`config.mk`:
```
export PLATFORM = sky130hd
export DESIGN_NAME = uie_intenable
export DESIGN_NICKNAME = d
export VERILOG_FILES = /design/src/core/uie_pkg.sv /design/src/core/uie_evt_if.sv /design/src/core/uie_event_capture.sv /design/src/core/uie_intenable.sv
export SDC_FILE = /design/constraint.sdc
export NUM_CORES = 1
export LEC_CHECK = 0
export ABC_CLOCK_PERIOD_IN_PS = 6590
export CAP_MARGIN = 20
export CORE_MARGIN = 5
export CORE_UTILIZATION = 50
export DETAILED_ROUTE_END_ITERATION = 7
export DONT_BUFFER_PORTS = 1
export GPL_TIMING_DRIVEN = 0
export PLACE_DENSITY_LB_ADDON = 0.3
export REMOVE_ABC_BUFFERS = 1
export SYNTH_ARGS = -nofsm -noshare
export SYNTH_HDL_FRONTEND = slang
export SYNTH_SLANG_ARGS = --single-unit
```
`constraint.sdc`:
```
create_clock -name CLK -period 6.59 [get_ports CLK]
set_clock_uncertainty 0.2 [all_clocks]
set_input_delay 1.977 -clock CLK [delete_from_list [all_inputs] [get_ports CLK]]
set_output_delay 1.977 -clock CLK [all_outputs]
set_load 0.005 [all_outputs]
```
`src/core/uie_pkg.sv`:
```
// How it works
// Writing one to the CTS bit of the set register turns its enable on.
// Writing one to the deasserted bit of the set register enables that interrupt.
// Writing one to the byte received bit enables it; it reads back one.
// Writing one to the byte sent bit enables it; it reads back one.
// Writing one to the error bit enables it; it reads back one.
// Writing one to the receiver timeout bit enables it; it reads back one.
// Writing one to the clear register disables; both registers read the same enables.
// After reset all six enables are zero.
// The deasserted event fires when the synchronised CTS input rises.
// The byte received event fires when a received byte becomes available.
// Written zeros change nothing; the interrupt stands while an enabled flag is set.
package uie_pkg;

    localparam int unsigned NUM_EVT      = 6;
    localparam int unsigned DATA_W       = 32;
    localparam int unsigned OFS_W        = 12;

    localparam logic [11:0] OFS_INTEN_SET = 12'h304;
    localparam logic [11:0] OFS_INTEN_CLR = 12'h308;
    localparam logic [11:0] OFS_EVENTS    = 12'h310;

    localparam int unsigned BIT_CTS       = 0;
    localparam int unsigned BIT_CTS_OFF   = 1;
    localparam int unsigned BIT_RXRDY     = 2;
    localparam int unsigned BIT_TXSENT    = 3;
    localparam int unsigned BIT_ERROR     = 4;
    localparam int unsigned BIT_TIMEOUT   = 5;

    localparam logic [5:0]  EN_RESET      = 6'h00;
    localparam logic [5:0]  FLAGS_RESET   = 6'h00;
    localparam logic [1:0]  SETTLE_DONE   = 2'h3;
    localparam logic [1:0]  SETTLE_STEP   = 2'h1;
    localparam logic        HRESP_OKAY    = 1'h0;
    localparam logic        HREADY_ALWAYS = 1'h1;

endpackage

```
`src/core/uie_evt_if.sv`:
```
`timescale 1ns/1ps
`default_nettype none
interface uie_evt_if #(
    parameter int unsigned N = uie_pkg::NUM_EVT
);
    logic [N-1:0] flags;
    logic [N-1:0] clear;

    modport capture (output flags, input clear);
    modport ctrl    (input flags, output clear);
endinterface
`default_nettype wire

```
`src/core/uie_event_capture.sv`:
```
`timescale 1ns/1ps
`default_nettype none
module uie_event_capture #(
    parameter int unsigned N = uie_pkg::NUM_EVT
) (
    // Clock and reset.
    input  wire logic      clk,
    input  wire logic      reset,
    // Event sources.
    input  wire logic      cts_pin,
    input  wire logic      rx_byte_ready,
    input  wire logic      tx_byte_sent,
    input  wire logic      error_seen,
    input  wire logic      rx_timeout,
    // Flags towards the register block.
    uie_evt_if.capture     evt
);

    typedef struct packed {
        logic         cts_meta;
        logic         cts_sync;
        logic         cts_prev;
        logic [1:0]   settle;
        logic [N-1:0] flags;
    } uie_cap_state_t;

    uie_cap_state_t s;
    uie_cap_state_t next_s;
    logic [N-1:0]   raw;
    logic           settled;

    // Edges are ignored until the synchroniser has filled, so a pin held high through reset is not an event.
    assign settled = (s.settle == uie_pkg::SETTLE_DONE);

    always_comb begin
        next_s = s;
        raw = '0;
        next_s.cts_meta = cts_pin;
        next_s.cts_sync = s.cts_meta;
        next_s.cts_prev = s.cts_sync;
        if (!settled) begin
            next_s.settle = s.settle + uie_pkg::SETTLE_STEP;
        end
        raw[uie_pkg::BIT_CTS]     = settled & s.cts_prev & ~s.cts_sync;
        raw[uie_pkg::BIT_CTS_OFF] = settled & ~s.cts_prev & s.cts_sync;
        raw[uie_pkg::BIT_RXRDY]   = rx_byte_ready;
        raw[uie_pkg::BIT_TXSENT]  = tx_byte_sent;
        raw[uie_pkg::BIT_ERROR]   = error_seen;
        raw[uie_pkg::BIT_TIMEOUT] = rx_timeout;
        // A new event in the cycle of its clear wins.
        next_s.flags = (s.flags & ~evt.clear) | raw;
    end

    always_ff @(posedge clk) begin
        if (reset) begin
            s <= '0;
        end else begin
            s <= next_s;
        end
    end

    assign evt.flags = s.flags;

    a_deassert_rise: assert property (@(posedge clk) disable iff (reset)
        (settled && !s.cts_prev && s.cts_sync) |=> s.flags[uie_pkg::BIT_CTS_OFF])
        else $error("CTS rise did not raise the deasserted flag");

    a_rx_ready: assert property (@(posedge clk) disable iff (reset)
        rx_byte_ready |=> s.flags[uie_pkg::BIT_RXRDY])
        else $error("Received byte did not raise its flag");

    a_event_wins: assert property (@(posedge clk) disable iff (reset)
        (|raw) |=> ((s.flags & $past(raw)) == $past(raw)))
        else $error("An event was lost against its clear");

endmodule
`default_nettype wire

```
`src/core/uie_intenable.sv`:
```
// The AHB-Lite slave port was left to the implementer.
`timescale 1ns/1ps
`default_nettype none
module uie_intenable #(
    parameter int unsigned N = uie_pkg::NUM_EVT
) (
    // Clock and reset.
    input  wire logic        CLK,
    input  wire logic        RESET,
    // AHB-Lite slave.
    input  wire logic        HSEL,
    input  wire logic [31:0] HADDR,
    input  wire logic [1:0]  HTRANS,
    input  wire logic        HWRITE,
    input  wire logic [2:0]  HSIZE,
    input  wire logic [31:0] HWDATA,
    input  wire logic        HREADY,
    output logic      [31:0] HRDATA,
    output logic             HREADYOUT,
    output logic             HRESP,
    // Serial engine events.
    input  wire logic        CTS,
    input  wire logic        RX_BYTE_READY,
    input  wire logic        TX_BYTE_SENT,
    input  wire logic        ERROR_DETECTED,
    input  wire logic        RX_TIMEOUT,
    // Interrupt request.
    output logic             IRQ
);

    typedef struct packed {
        logic [N-1:0]                   en;
        logic                           wr_pend;
        logic [uie_pkg::OFS_W-1:0]      wr_ofs;
        logic [uie_pkg::DATA_W-1:0]     rdata;
        logic                           irq;
    } uie_reg_state_t;

    uie_reg_state_t s;
    uie_reg_state_t next_s;
    logic           accept;
    logic [N-1:0]   wdat;
    logic [N-1:0]   clr;

    uie_evt_if #(.N(N)) evt ();

    uie_event_capture #(.N(N)) u_capture (
        .clk           (CLK),
        .reset         (RESET),
        .cts_pin       (CTS),
        .rx_byte_ready (RX_BYTE_READY),
        .tx_byte_sent  (TX_BYTE_SENT),
        .error_seen    (ERROR_DETECTED),
        .rx_timeout    (RX_TIMEOUT),
        .evt           (evt.capture)
    );

    // Only whole-word transfers are expected, so HSIZE is not decoded.
    assign accept = HSEL & HTRANS[1] & HREADY;
    assign wdat   = HWDATA[N-1:0];

    always_comb begin
        next_s = s;
        clr = '0;
        if (s.wr_pend) begin
            case (s.wr_ofs)
                uie_pkg::OFS_INTEN_SET: begin
                    next_s.en = s.en | wdat;
                end
                uie_pkg::OFS_INTEN_CLR: begin
                    next_s.en = s.en & ~wdat;
                end
                uie_pkg::OFS_EVENTS: begin
                    clr = wdat;
                end
                default: begin
                end
            endcase
        end
        next_s.wr_pend = accept & HWRITE;
        next_s.wr_ofs  = HADDR[uie_pkg::OFS_W-1:0];
        // Read data is taken from the next-state values, so a read right behind a write sees its effect.
        if (accept && !HWRITE) begin
            case (HADDR[uie_pkg::OFS_W-1:0])
                uie_pkg::OFS_INTEN_SET, uie_pkg::OFS_INTEN_CLR: begin
                    next_s.rdata = {{(uie_pkg::DATA_W-N){1'b0}}, next_s.en};
                end
                uie_pkg::OFS_EVENTS: begin
                    next_s.rdata = {{(uie_pkg::DATA_W-N){1'b0}}, evt.flags & ~clr};
                end
                default: begin
                    next_s.rdata = '0;
                end
            endcase
        end
        next_s.irq = |(evt.flags & s.en);
    end

    always_ff @(posedge CLK) begin
        if (RESET) begin
            s <= '0;
            s.en <= uie_pkg::EN_RESET;
        end else begin
            s <= next_s;
        end
    end

    assign evt.clear = clr;
    assign HRDATA    = s.rdata;
    assign HREADYOUT = uie_pkg::HREADY_ALWAYS;
    assign HRESP     = uie_pkg::HRESP_OKAY;
    assign IRQ       = s.irq;

    a_cts_set: assert property (@(posedge CLK) disable iff (RESET)
        (s.wr_pend && s.wr_ofs == uie_pkg::OFS_INTEN_SET && HWDATA[uie_pkg::BIT_CTS])
        |=> s.en[uie_pkg::BIT_CTS])
        else $error("CTS enable not set");

    a_deassert_set: assert property (@(posedge CLK) disable iff (RESET)
        (s.wr_pend && s.wr_ofs == uie_pkg::OFS_INTEN_SET && HWDATA[uie_pkg::BIT_CTS_OFF])
        |=> s.en[uie_pkg::BIT_CTS_OFF])
        else $error("Deasserted enable not set");

    a_rxrdy_readback: assert property (@(posedge CLK) disable iff (RESET)
        (accept && !HWRITE && HADDR[uie_pkg::OFS_W-1:0] == uie_pkg::OFS_INTEN_SET
         && (s.en[uie_pkg::BIT_RXRDY]
             || (s.wr_pend && s.wr_ofs == uie_pkg::OFS_INTEN_SET && wdat[uie_pkg::BIT_RXRDY]))
         && !(s.wr_pend && s.wr_ofs == uie_pkg::OFS_INTEN_CLR && wdat[uie_pkg::BIT_RXRDY]))
        |=> HRDATA[uie_pkg::BIT_RXRDY])
        else $error("Byte received enable did not read back");

    a_txsent_set: assert property (@(posedge CLK) disable iff (RESET)
        (s.wr_pend && s.wr_ofs == uie_pkg::OFS_INTEN_SET && HWDATA[uie_pkg::BIT_TXSENT])
        |=> s.en[uie_pkg::BIT_TXSENT])
        else $error("Byte sent enable not set");

    a_error_set: assert property (@(posedge CLK) disable iff (RESET)
        (s.wr_pend && s.wr_ofs == uie_pkg::OFS_INTEN_SET && HWDATA[uie_pkg::BIT_ERROR])
        |=> s.en[uie_pkg::BIT_ERROR])
        else $error("Error enable not set");

    a_timeout_set: assert property (@(posedge CLK) disable iff (RESET)
        (s.wr_pend && s.wr_ofs == uie_pkg::OFS_INTEN_SET && HWDATA[uie_pkg::BIT_TIMEOUT])
        |=> s.en[uie_pkg::BIT_TIMEOUT])
        else $error("Receiver timeout enable not set");

    a_clear_bits: assert property (@(posedge CLK) disable iff (RESET)
        (s.wr_pend && s.wr_ofs == uie_pkg::OFS_INTEN_CLR)
        |=> (s.en & $past(wdat)) == '0)
        else $error("Clear register left an enable on");

    a_reset_zero: assert property (@(posedge CLK)
        RESET |=> (s.en == uie_pkg::EN_RESET && !IRQ))
        else $error("Enables not zero after reset");

    a_zero_keeps: assert property (@(posedge CLK) disable iff (RESET)
        (s.wr_pend && wdat == '0) |=> $stable(s.en))
        else $error("Writing zero changed an enable");

    a_irq_level: assert property (@(posedge CLK) disable iff (RESET)
        (|(evt.flags & s.en)) |=> IRQ)
        else $error("Interrupt missing while an enabled flag is set");

    a_irq_falls: assert property (@(posedge CLK) disable iff (RESET)
        !(|(evt.flags & s.en)) |=> !IRQ)
        else $error("Interrupt stands with no enabled flag");

    a_set_only_adds: assert property (@(posedge CLK) disable iff (RESET)
        (s.wr_pend && s.wr_ofs == uie_pkg::OFS_INTEN_SET)
        |=> ((s.en & $past(s.en)) == $past(s.en)))
        else $error("Set register turned an enable off");

    a_clear_only_removes: assert property (@(posedge CLK) disable iff (RESET)
        (s.wr_pend && s.wr_ofs == uie_pkg::OFS_INTEN_CLR)
        |=> ((s.en & ~$past(s.en)) == '0))
        else $error("Clear register turned an enable on");

    a_other_keeps_en: assert property (@(posedge CLK) disable iff (RESET)
        (!s.wr_pend || (s.wr_ofs != uie_pkg::OFS_INTEN_SET && s.wr_ofs != uie_pkg::OFS_INTEN_CLR))
        |=> $stable(s.en))
        else $error("Enables changed without a set or clear write");

    a_read_enables: assert property (@(posedge CLK) disable iff (RESET)
        (accept && !HWRITE && !s.wr_pend
         && (HADDR[uie_pkg::OFS_W-1:0] == uie_pkg::OFS_INTEN_SET
             || HADDR[uie_pkg::OFS_W-1:0] == uie_pkg::OFS_INTEN_CLR))
        |=> (HRDATA[N-1:0] == $past(s.en)))
        else $error("Enable register read returned the wrong state");

    a_read_unmapped: assert property (@(posedge CLK) disable iff (RESET)
        (accept && !HWRITE
         && HADDR[uie_pkg::OFS_W-1:0] != uie_pkg::OFS_INTEN_SET
         && HADDR[uie_pkg::OFS_W-1:0] != uie_pkg::OFS_INTEN_CLR
         && HADDR[uie_pkg::OFS_W-1:0] != uie_pkg::OFS_EVENTS)
        |=> (HRDATA == '0))
        else $error("Unmapped read returned nonzero data");

    // Software may sample read data late in the data phase, so it must hold until the next read.
    a_rdata_holds: assert property (@(posedge CLK) disable iff (RESET)
        !(accept && !HWRITE) |=> $stable(HRDATA))
        else $error("Read data changed without a read");

    a_upper_zero: assert property (@(posedge CLK) disable iff (RESET)
        HRDATA[uie_pkg::DATA_W-1:N] == '0)
        else $error("Unused read data bits are not zero");

    a_reset_flags: assert property (@(posedge CLK)
        RESET |=> (evt.flags == uie_pkg::FLAGS_RESET))
        else $error("Event flags not zero after reset");

endmodule
`default_nettype wire

```
==> results.json, run 1 <==
{
  "grt_pass1_vias": 1256,
  "timing.max_cap.violations": 0,
  "max_freq_mhz": 285,
  "synth.top_cell.area_share_pct": 40.3,
  "drc_errors": 0,
  "ys_async_sr_fraction_pct": 0,
  "initialDrtViolationCount": 85,
  "die-area_sq_um": 4990,
  "setup_violations": 0,
  "netlist_area_sq_um": 1840,
  "core-area_sq_um": 3610,
  "ys_seq_area_share_pct": 40.3,
  "cts_buffers": 5,
  "grt_max_degree": 33,
  "power.density_nw_per_um2": 236,
  "yosys-top-cells-area": "dfxtp_1 (40%), buf_4 (14%), nor2b_1 (4.4%)",
  "place_area_sq_um": 1720,
  "grt_usage_pct": 14.8,
  "postCtsSetupBuffers": 0,
  "synth_cells": 201,
  "drive_above_1_share_pct": 9.69,
  "hpwl_mm": 2.74,
  "die_h_um": 70.7,
  "start_util_pct": 51.0,
  "worst_pin_slew_ns": 1.11,
  "clkLatencyLatePin_ns": 0.29,
  "path_cells": "or4b_4 -> nor4_2 -> o2111ai_1 -> o311ai_1",
  "dpl.cell_count": 236,
  "holdCritPathClass": "register to register",
  "vias": 1301,
  "ys.warnings.count": 0,
  "grt_pass1_wl_mm": 5.82,
  "final.min_clock_period_ns": 3.51,
  "num_rows": 22,
  "finalHoldViolations": 0,
  "htree_levels": 2,
  "slew_headroom_pct": 24.7,
  "syn_to_final_growth_pct": -1.84,
  "root_buffer": "clkbuf_8",
  "synth.distinct_cells": 43,
  "slowest_stage": "nor4_2",
  "synth_common_cells": "dfxtp_1 (37), buf_4 (34), nor2_1 (15), nand2_1 (13), nor2b_1 (13)",
  "end_kind": "register",
  "cts_tree": "done",
  "wl_mm": 3.62,
  "setup.worst_path.class": "primary input to register",
  "fin_crit_sh_pct": 53.3,
  "synth_top_cell_by_area": "dfxtp_1",
  "gp_congestion": 0.850,
  "ioPinCount": 114,
  "cp.arrival_ns": 3.52,
  "switching_share_pct": 25.0,
  "grt-ovfl-total": 0,
  "antenna_found_initial": 0,
  "cp_top_family": "simple AND/OR/NAND/NOR gates",
  "clock_path_buffers": 2,
  "die_w_um": 70.7,
  "syn_area_per_cell_sq_um": 9.15,
  "rsz0062_at_grt": "false",
  "crit_fanout": 6,
  "io_buffer_count": 0,
  "synth-seq-cells": 37,
  "synth_most_common_cell": "dfxtp_1",
  "finish.net_count": 275,
  "stdcell_count": 244,
  "viasPerCell": 5.33,
  "power_frac_clock_pct": 37.1,
  "critPathLaunchType": "primary input",
  "power.leakage_nw": 0.675,
  "n_fill_cell": 353,
  "hold_buffers": 0,
  "cts_resized": 0,
  "required_ns": 6.60,
  "slew_viol_final": 0,
  "p_seq_share_pct": 56.0,
  "drt_first_pass_iters": 4,
  "synth_ff_type": "dfxtp_1",
  "clk_pin_slew_ns": 0.08,
  "worst-path-buf-inv": 0,
  "clkSinkCount": 37,
  "final_area_sq_um": 1810,
  "status": "completed",
  "intPower_mw": 0.320,
  "antennaDiodeCount": 0,
  "wl_per_cell_um": 14.8,
  "tns_ns": 0,
  "p_switching_mw": 0.107,
  "synth_edf_count": 0,
  "total_power_mw": 0.427,
  "postRouteAntennaNets": 0,
  "irDropWorstVdd_mv": 0.164,
  "max_stage_delay_ns": 0.66,
  "pwr-share-comb_pct": 6.9
}
==> power by group through the flow <==
stage / registers [mW] / clock network [mW] / logic, mW
2_1_floorplan: 0.243 / 0 / 0.0243
3_3_place_gp: 0.244 / 0 / 0.0274
3_5_place_dp: 0.244 / 0 / 0.0290
4_1_cts: 0.239 / 0.161 / 0.0292
5_1_grt: 0.241 / 0.175 / 0.0336
6_report: 0.239 / 0.158 / 0.0293
==> worst paths after layout <==
path                            start                   to  slack (ns)  depth (start not counted)
setup / recovery             HADDR[1]            HRDATA[5]        3.08                          4
hold / removal    u_capture.next_s[9]  u_capture.next_s[8]        0.25                          1
setup reg to reg                s[40]            HRDATA[2]        4.37                          4
hold reg to reg   u_capture.next_s[9]  u_capture.next_s[8]        0.25                          1
==> layer usage <==
layer,vias to the layer above,global-route usage (%),wire (um)
met5,-,0,0
met4,0,5.22,30
met3,4,6.11,408
met2,66,22.7,1670
met1,599,18.9,1510
li1,632,-,-
==> layout by cell type (no fill, tap or decap), types with 2 or more instances in the layout <==
cell type and instances:
conb_1 28, o311ai_1 6, nand3_1 3, a21oi_1 6, nor2_1 15, o21ai_1 2
nand4_1 9, a2bb2oi_1 2, inv_1 5, or2_2 2, dfxtp_1 37, nand2_1 13
nor4_2 2, nand3b_1 2, o2111ai_1 2, and2_1 8, a22oi_1 7, nand4b_1 5
nor2b_1 13, clkbuf_8 5
==> sequential cells by signal, indices dropped and copies added, names as in the netlist <==
name,flops
u_capture.next_s,2
u_capture.evt.flags,6
IRQ,1
HRDATA,6
u_capture.s,3
s,19
==> per-stage QoR <==
stage,worst slack (ns),utilization (%),hold slack [ns]
after CTS,3.07,50.1,0.260
after floorplan,3.09,-,0.214
after global placement,2.78,47.6,0.216
after global routing,2.95,50.1,0.277
after detailed placement,2.77,47.6,0.248
final,3.08,50.1,0.254
==> worst reg2reg max path, delay by kind of cell (launching register included) <==
kind            cells  cell delay [ns]
compound gates      2             0.40
simple gates        2             1.15
flops               1             0.34
==> cell families (layout without fill, tap and decap cells) <==
| kind of cell | Yosys count | count (layout) | synth area share (%) |
|---|---|---|---|
| and+or+nand+nor | 88 | 88 | 30.7 |
| buffers and inverters | 44 | 13 | 16.3 |
| xor gates and xnor gates | 2 | 2 | 0.953 |
| muxes | 1 | 1 | 0.544 |
| adders and majority gates | 1 | 1 | 0.680 |
| DFF | 37 | 37 | 40.3 |
| AOI/OAI and AO/OA | 26 | 26 | 10.1 |
| other | 2 | 28 | 0.408 |
==> cell type report <==
class | instances | area [sq um] | area share [%]
tap | 48 | 60.1 | 3.33
inverter | 5 | 18.8 | 1.04
sequential | 37 | 741 | 41.0
clock buffer | 5 | 68.8 | 3.81
clock inverter | 3 | 21.3 | 1.18
multi-input combinational | 146 | 896 | 49.6
(Power assumes the default switching activity.)
==> run 2, diff against run 1 <==
- ABC_AREA: not set -> 1
- ABC_CLOCK_PERIOD_IN_PS: 6590 -> 3200
- clock period: 6.59 -> 3.2 ns (I/O delays scaled with it)
==> run 2 against run 1 <==
Global-route usage is 0.49 points lower. Via count rose by 6.1%. Routed wire length shrank 4.6%. Core utilization is 1.2 points higher. Register-to-register slack lost 2.8 ns. Worst hold slack worse by 0.047 ns. Sequential share of layout area shrank 1.5 points. First-iteration DRC count down 21%. Critical path type unchanged. Largest cell class unchanged. Highest routed layer unchanged.
==> results.json, run 2 <==
{
  "status": "completed",
  "irDropWorstVdd_mv": 0.239,
  "hpwl_mm": 2.59,
  "postRouteAntennaNets": 0,
  "synth_ff_type": "dfxtp_1",
  "n_fill_cell": 382,
  "cts_tree": "done",
  "required_ns": 3.24,
  "synth_most_common_cell": "nand2_1",
  "finish.net_count": 335,
  "io_buffer_count": 0,
  "cts_buffers": 5,
  "clkSinkCount": 37,
  "cp_top_family": "simple AND/OR/NAND/NOR gates",
  "setup.worst_path.class": "primary input to register",
  "wl_per_cell_um": 11.3,
  "slowest_stage": "nor2_2",
  "synth-seq-cells": 37,
  "timing.max_cap.violations": 0,
  "drive_above_1_share_pct": 11.3,
  "power.leakage_nw": 0.860,
  "ys_seq_area_share_pct": 39.3,
  "vias": 1380,
  "crit_fanout": 6,
  "end_kind": "register",
  "gp_congestion": 0.814,
  "max_stage_delay_ns": 0.27,
  "rsz0062_at_grt": "false",
  "antenna_found_initial": 0,
  "grt_pass1_vias": 1261,
  "pre_cts_slack_ns": 0.990,
  "synth_common_cells": "nand2_1 (50), dfxtp_1 (37), buf_4 (34), nor2_1 (31), nand3_1 (26)",
  "die_w_um": 71.4,
  "path_cells": "inv_1 -> nand2_1 -> nor2_1 -> nand2_1 -> nor2_2 -> nand3_1 -> nand2_1 -> clkinv_1 -> a21oi_2",
  "syn_to_final_growth_pct": -0.465,
  "tns_ns": 0,
  "num_rows": 22,
  "fin_crit_sh_pct": 59.7,
  "htree_levels": 2,
  "drc_errors": 0,
  "ioPinCount": 114,
  "ys.warnings.count": 0,
  "grt-ovfl-total": 0,
  "clock_path_buffers": 2,
  "start_util_pct": 51.5,
  "total_power_mw": 0.976,
  "synth.distinct_cells": 24,
  "grt_pass1_wl_mm": 5.58,
  "synth.top_cell.area_share_pct": 39.3,
  "worst-path-buf-inv": 2,
  "die-area_sq_um": 5100,
  "synth_cells": 261,
  "final_cell_mix": "nand2_1 (50), dfxtp_1 (37), nor2_1 (31), conb_1 (28), nand3_1 (26)",
  "ys_async_sr_fraction_pct": 0,
  "drt_first_pass_iters": 4,
  "netlist_area_sq_um": 1880,
  "clk_pin_slew_ns": 0.08,
  "root_buffer": "clkbuf_8",
  "cp.arrival_ns": 1.95,
  "viasPerCell": 4.54,
  "finalHoldViolations": 0,
  "synth_edf_count": 0,
  "syn_area_per_cell_sq_um": 7.22,
  "crit_top_cell": "nand2_1",
  "hold_buffers": 0,
  "largest_register_ffs": 19,
  "clkLatencyLatePin_ns": 0.30,
  "layout_commonest_cell": "nand2_1",
  "final.min_clock_period_ns": 1.91,
  "postCtsSetupBuffers": 0,
  "initialDrtViolationCount": 67,
  "grt_usage_pct": 14.4,
  "max_freq_mhz": 524,
  "core-area_sq_um": 3660,
  "wl_mm": 3.45,
  "grt_max_degree": 30,
  "setup_violations": 0,
  "antennaDiodeCount": 0,
  "top_register": "s",
  "die_h_um": 71.4,
  "synth_top_cell_by_area": "dfxtp_1",
  "holdCritPathClass": "register to register",
  "critPathLaunchType": "primary input",
  "cts_resized": 0,
  "power.density_nw_per_um2": 520,
  "fin_ws_ns": 1.29,
  "slew_viol_final": 0,
  "yosys-top-cells-area": "dfxtp_1 (39%), buf_4 (14%), nand2_1 (10%)"
}
## run 2: cell types whose count changed after synthesis, moves of 7 or more
cell,previous run,this run
and2_1,8,0
a22oi_1,7,0
nor2b_1,13,0
nand3_1,3,26
o21ai_0,0,8
nand2_1,13,50
clkinv_1,0,7
a21oi_1,6,13
nor2_1,15,31
inv_1,5,21
## run 2: report_power, final
| group | switching, mW | leakage (nW) | internal, mW |
|---|---|---|---|
| combinational | 0.0401 | 0.498 | 0.0188 |
| sequential | 0.0112 | 0.304 | 0.482 |
| clock | 0.171 | 0.0574 | 0.253 |
## run 2: cell type report
type | instances | area [sq um] | share of cell area [%]
Inverter | 34 | 131 | 7.00
Tap cell | 48 | 60.1 | 3.20
Multi-Input combinational cell | 177 | 823 | 43.9
Clock buffer | 6 | 82.6 | 4.40
Clock inverter | 2 | 37.5 | 2.00
Sequential cell | 37 | 741 | 39.5
## run 2: logic make-up (layout without fill, tap and decap cells)
logic type | after synthesis | in the layout | synth area share, %
fa+ha+maj | 1 | 1 | 0.664
simple gates | 119 | 119 | 28.3
flops | 37 | 37 | 39.3
buf+inv | 73 | 42 | 22.2
other cells | 2 | 28 | 0.399
compound gates | 29 | 29 | 9.16
## run 2: worst reg2reg max path, delay by kind of cell, from the launching register on
family           cells  cell delay, ns
AND/OR/NAND/NOR      6            0.91
AO/OA/AOI/OAI        1            0.13
flip-flops           1            0.31
## run 2: layer usage
metal | part of all wire (%) | global-route usage (%)
met5 | 0 | 0
met4 | 1.9 | 7.93
met3 | 11 | 6.45
met2 | 44 | 20.2
met1 | 43 | 18.1
## run 2: path summary, 6_finish.rpt
kind / start / slack, ns / endpoint / cells after the start
max: HADDR[10] / 1.29 / HRDATA[1] / 9
min: u_capture.next_s[9] / 0.21 / u_capture.next_s[8] / 2
max reg2reg: s[40] / 1.60 / HRDATA[5] / 7
min reg2reg: u_capture.next_s[9] / 0.21 / u_capture.next_s[8] / 2
## run 2: through the flow
step / std cells / util [%] / instance area (sq um) / hold slack, ns
after floorplan: 248 / - / 1700 / 0.188
after global placement: 296 / 47.9 / 1760 / 0.192
after detailed placement: 296 / 47.9 / 1760 / 0.198
after CTS: 304 / 51.2 / 1880 / 0.210
after global routing: 304 / 51.2 / 1880 / 0.223
final: 304 / 51.2 / 1880 / 0.207
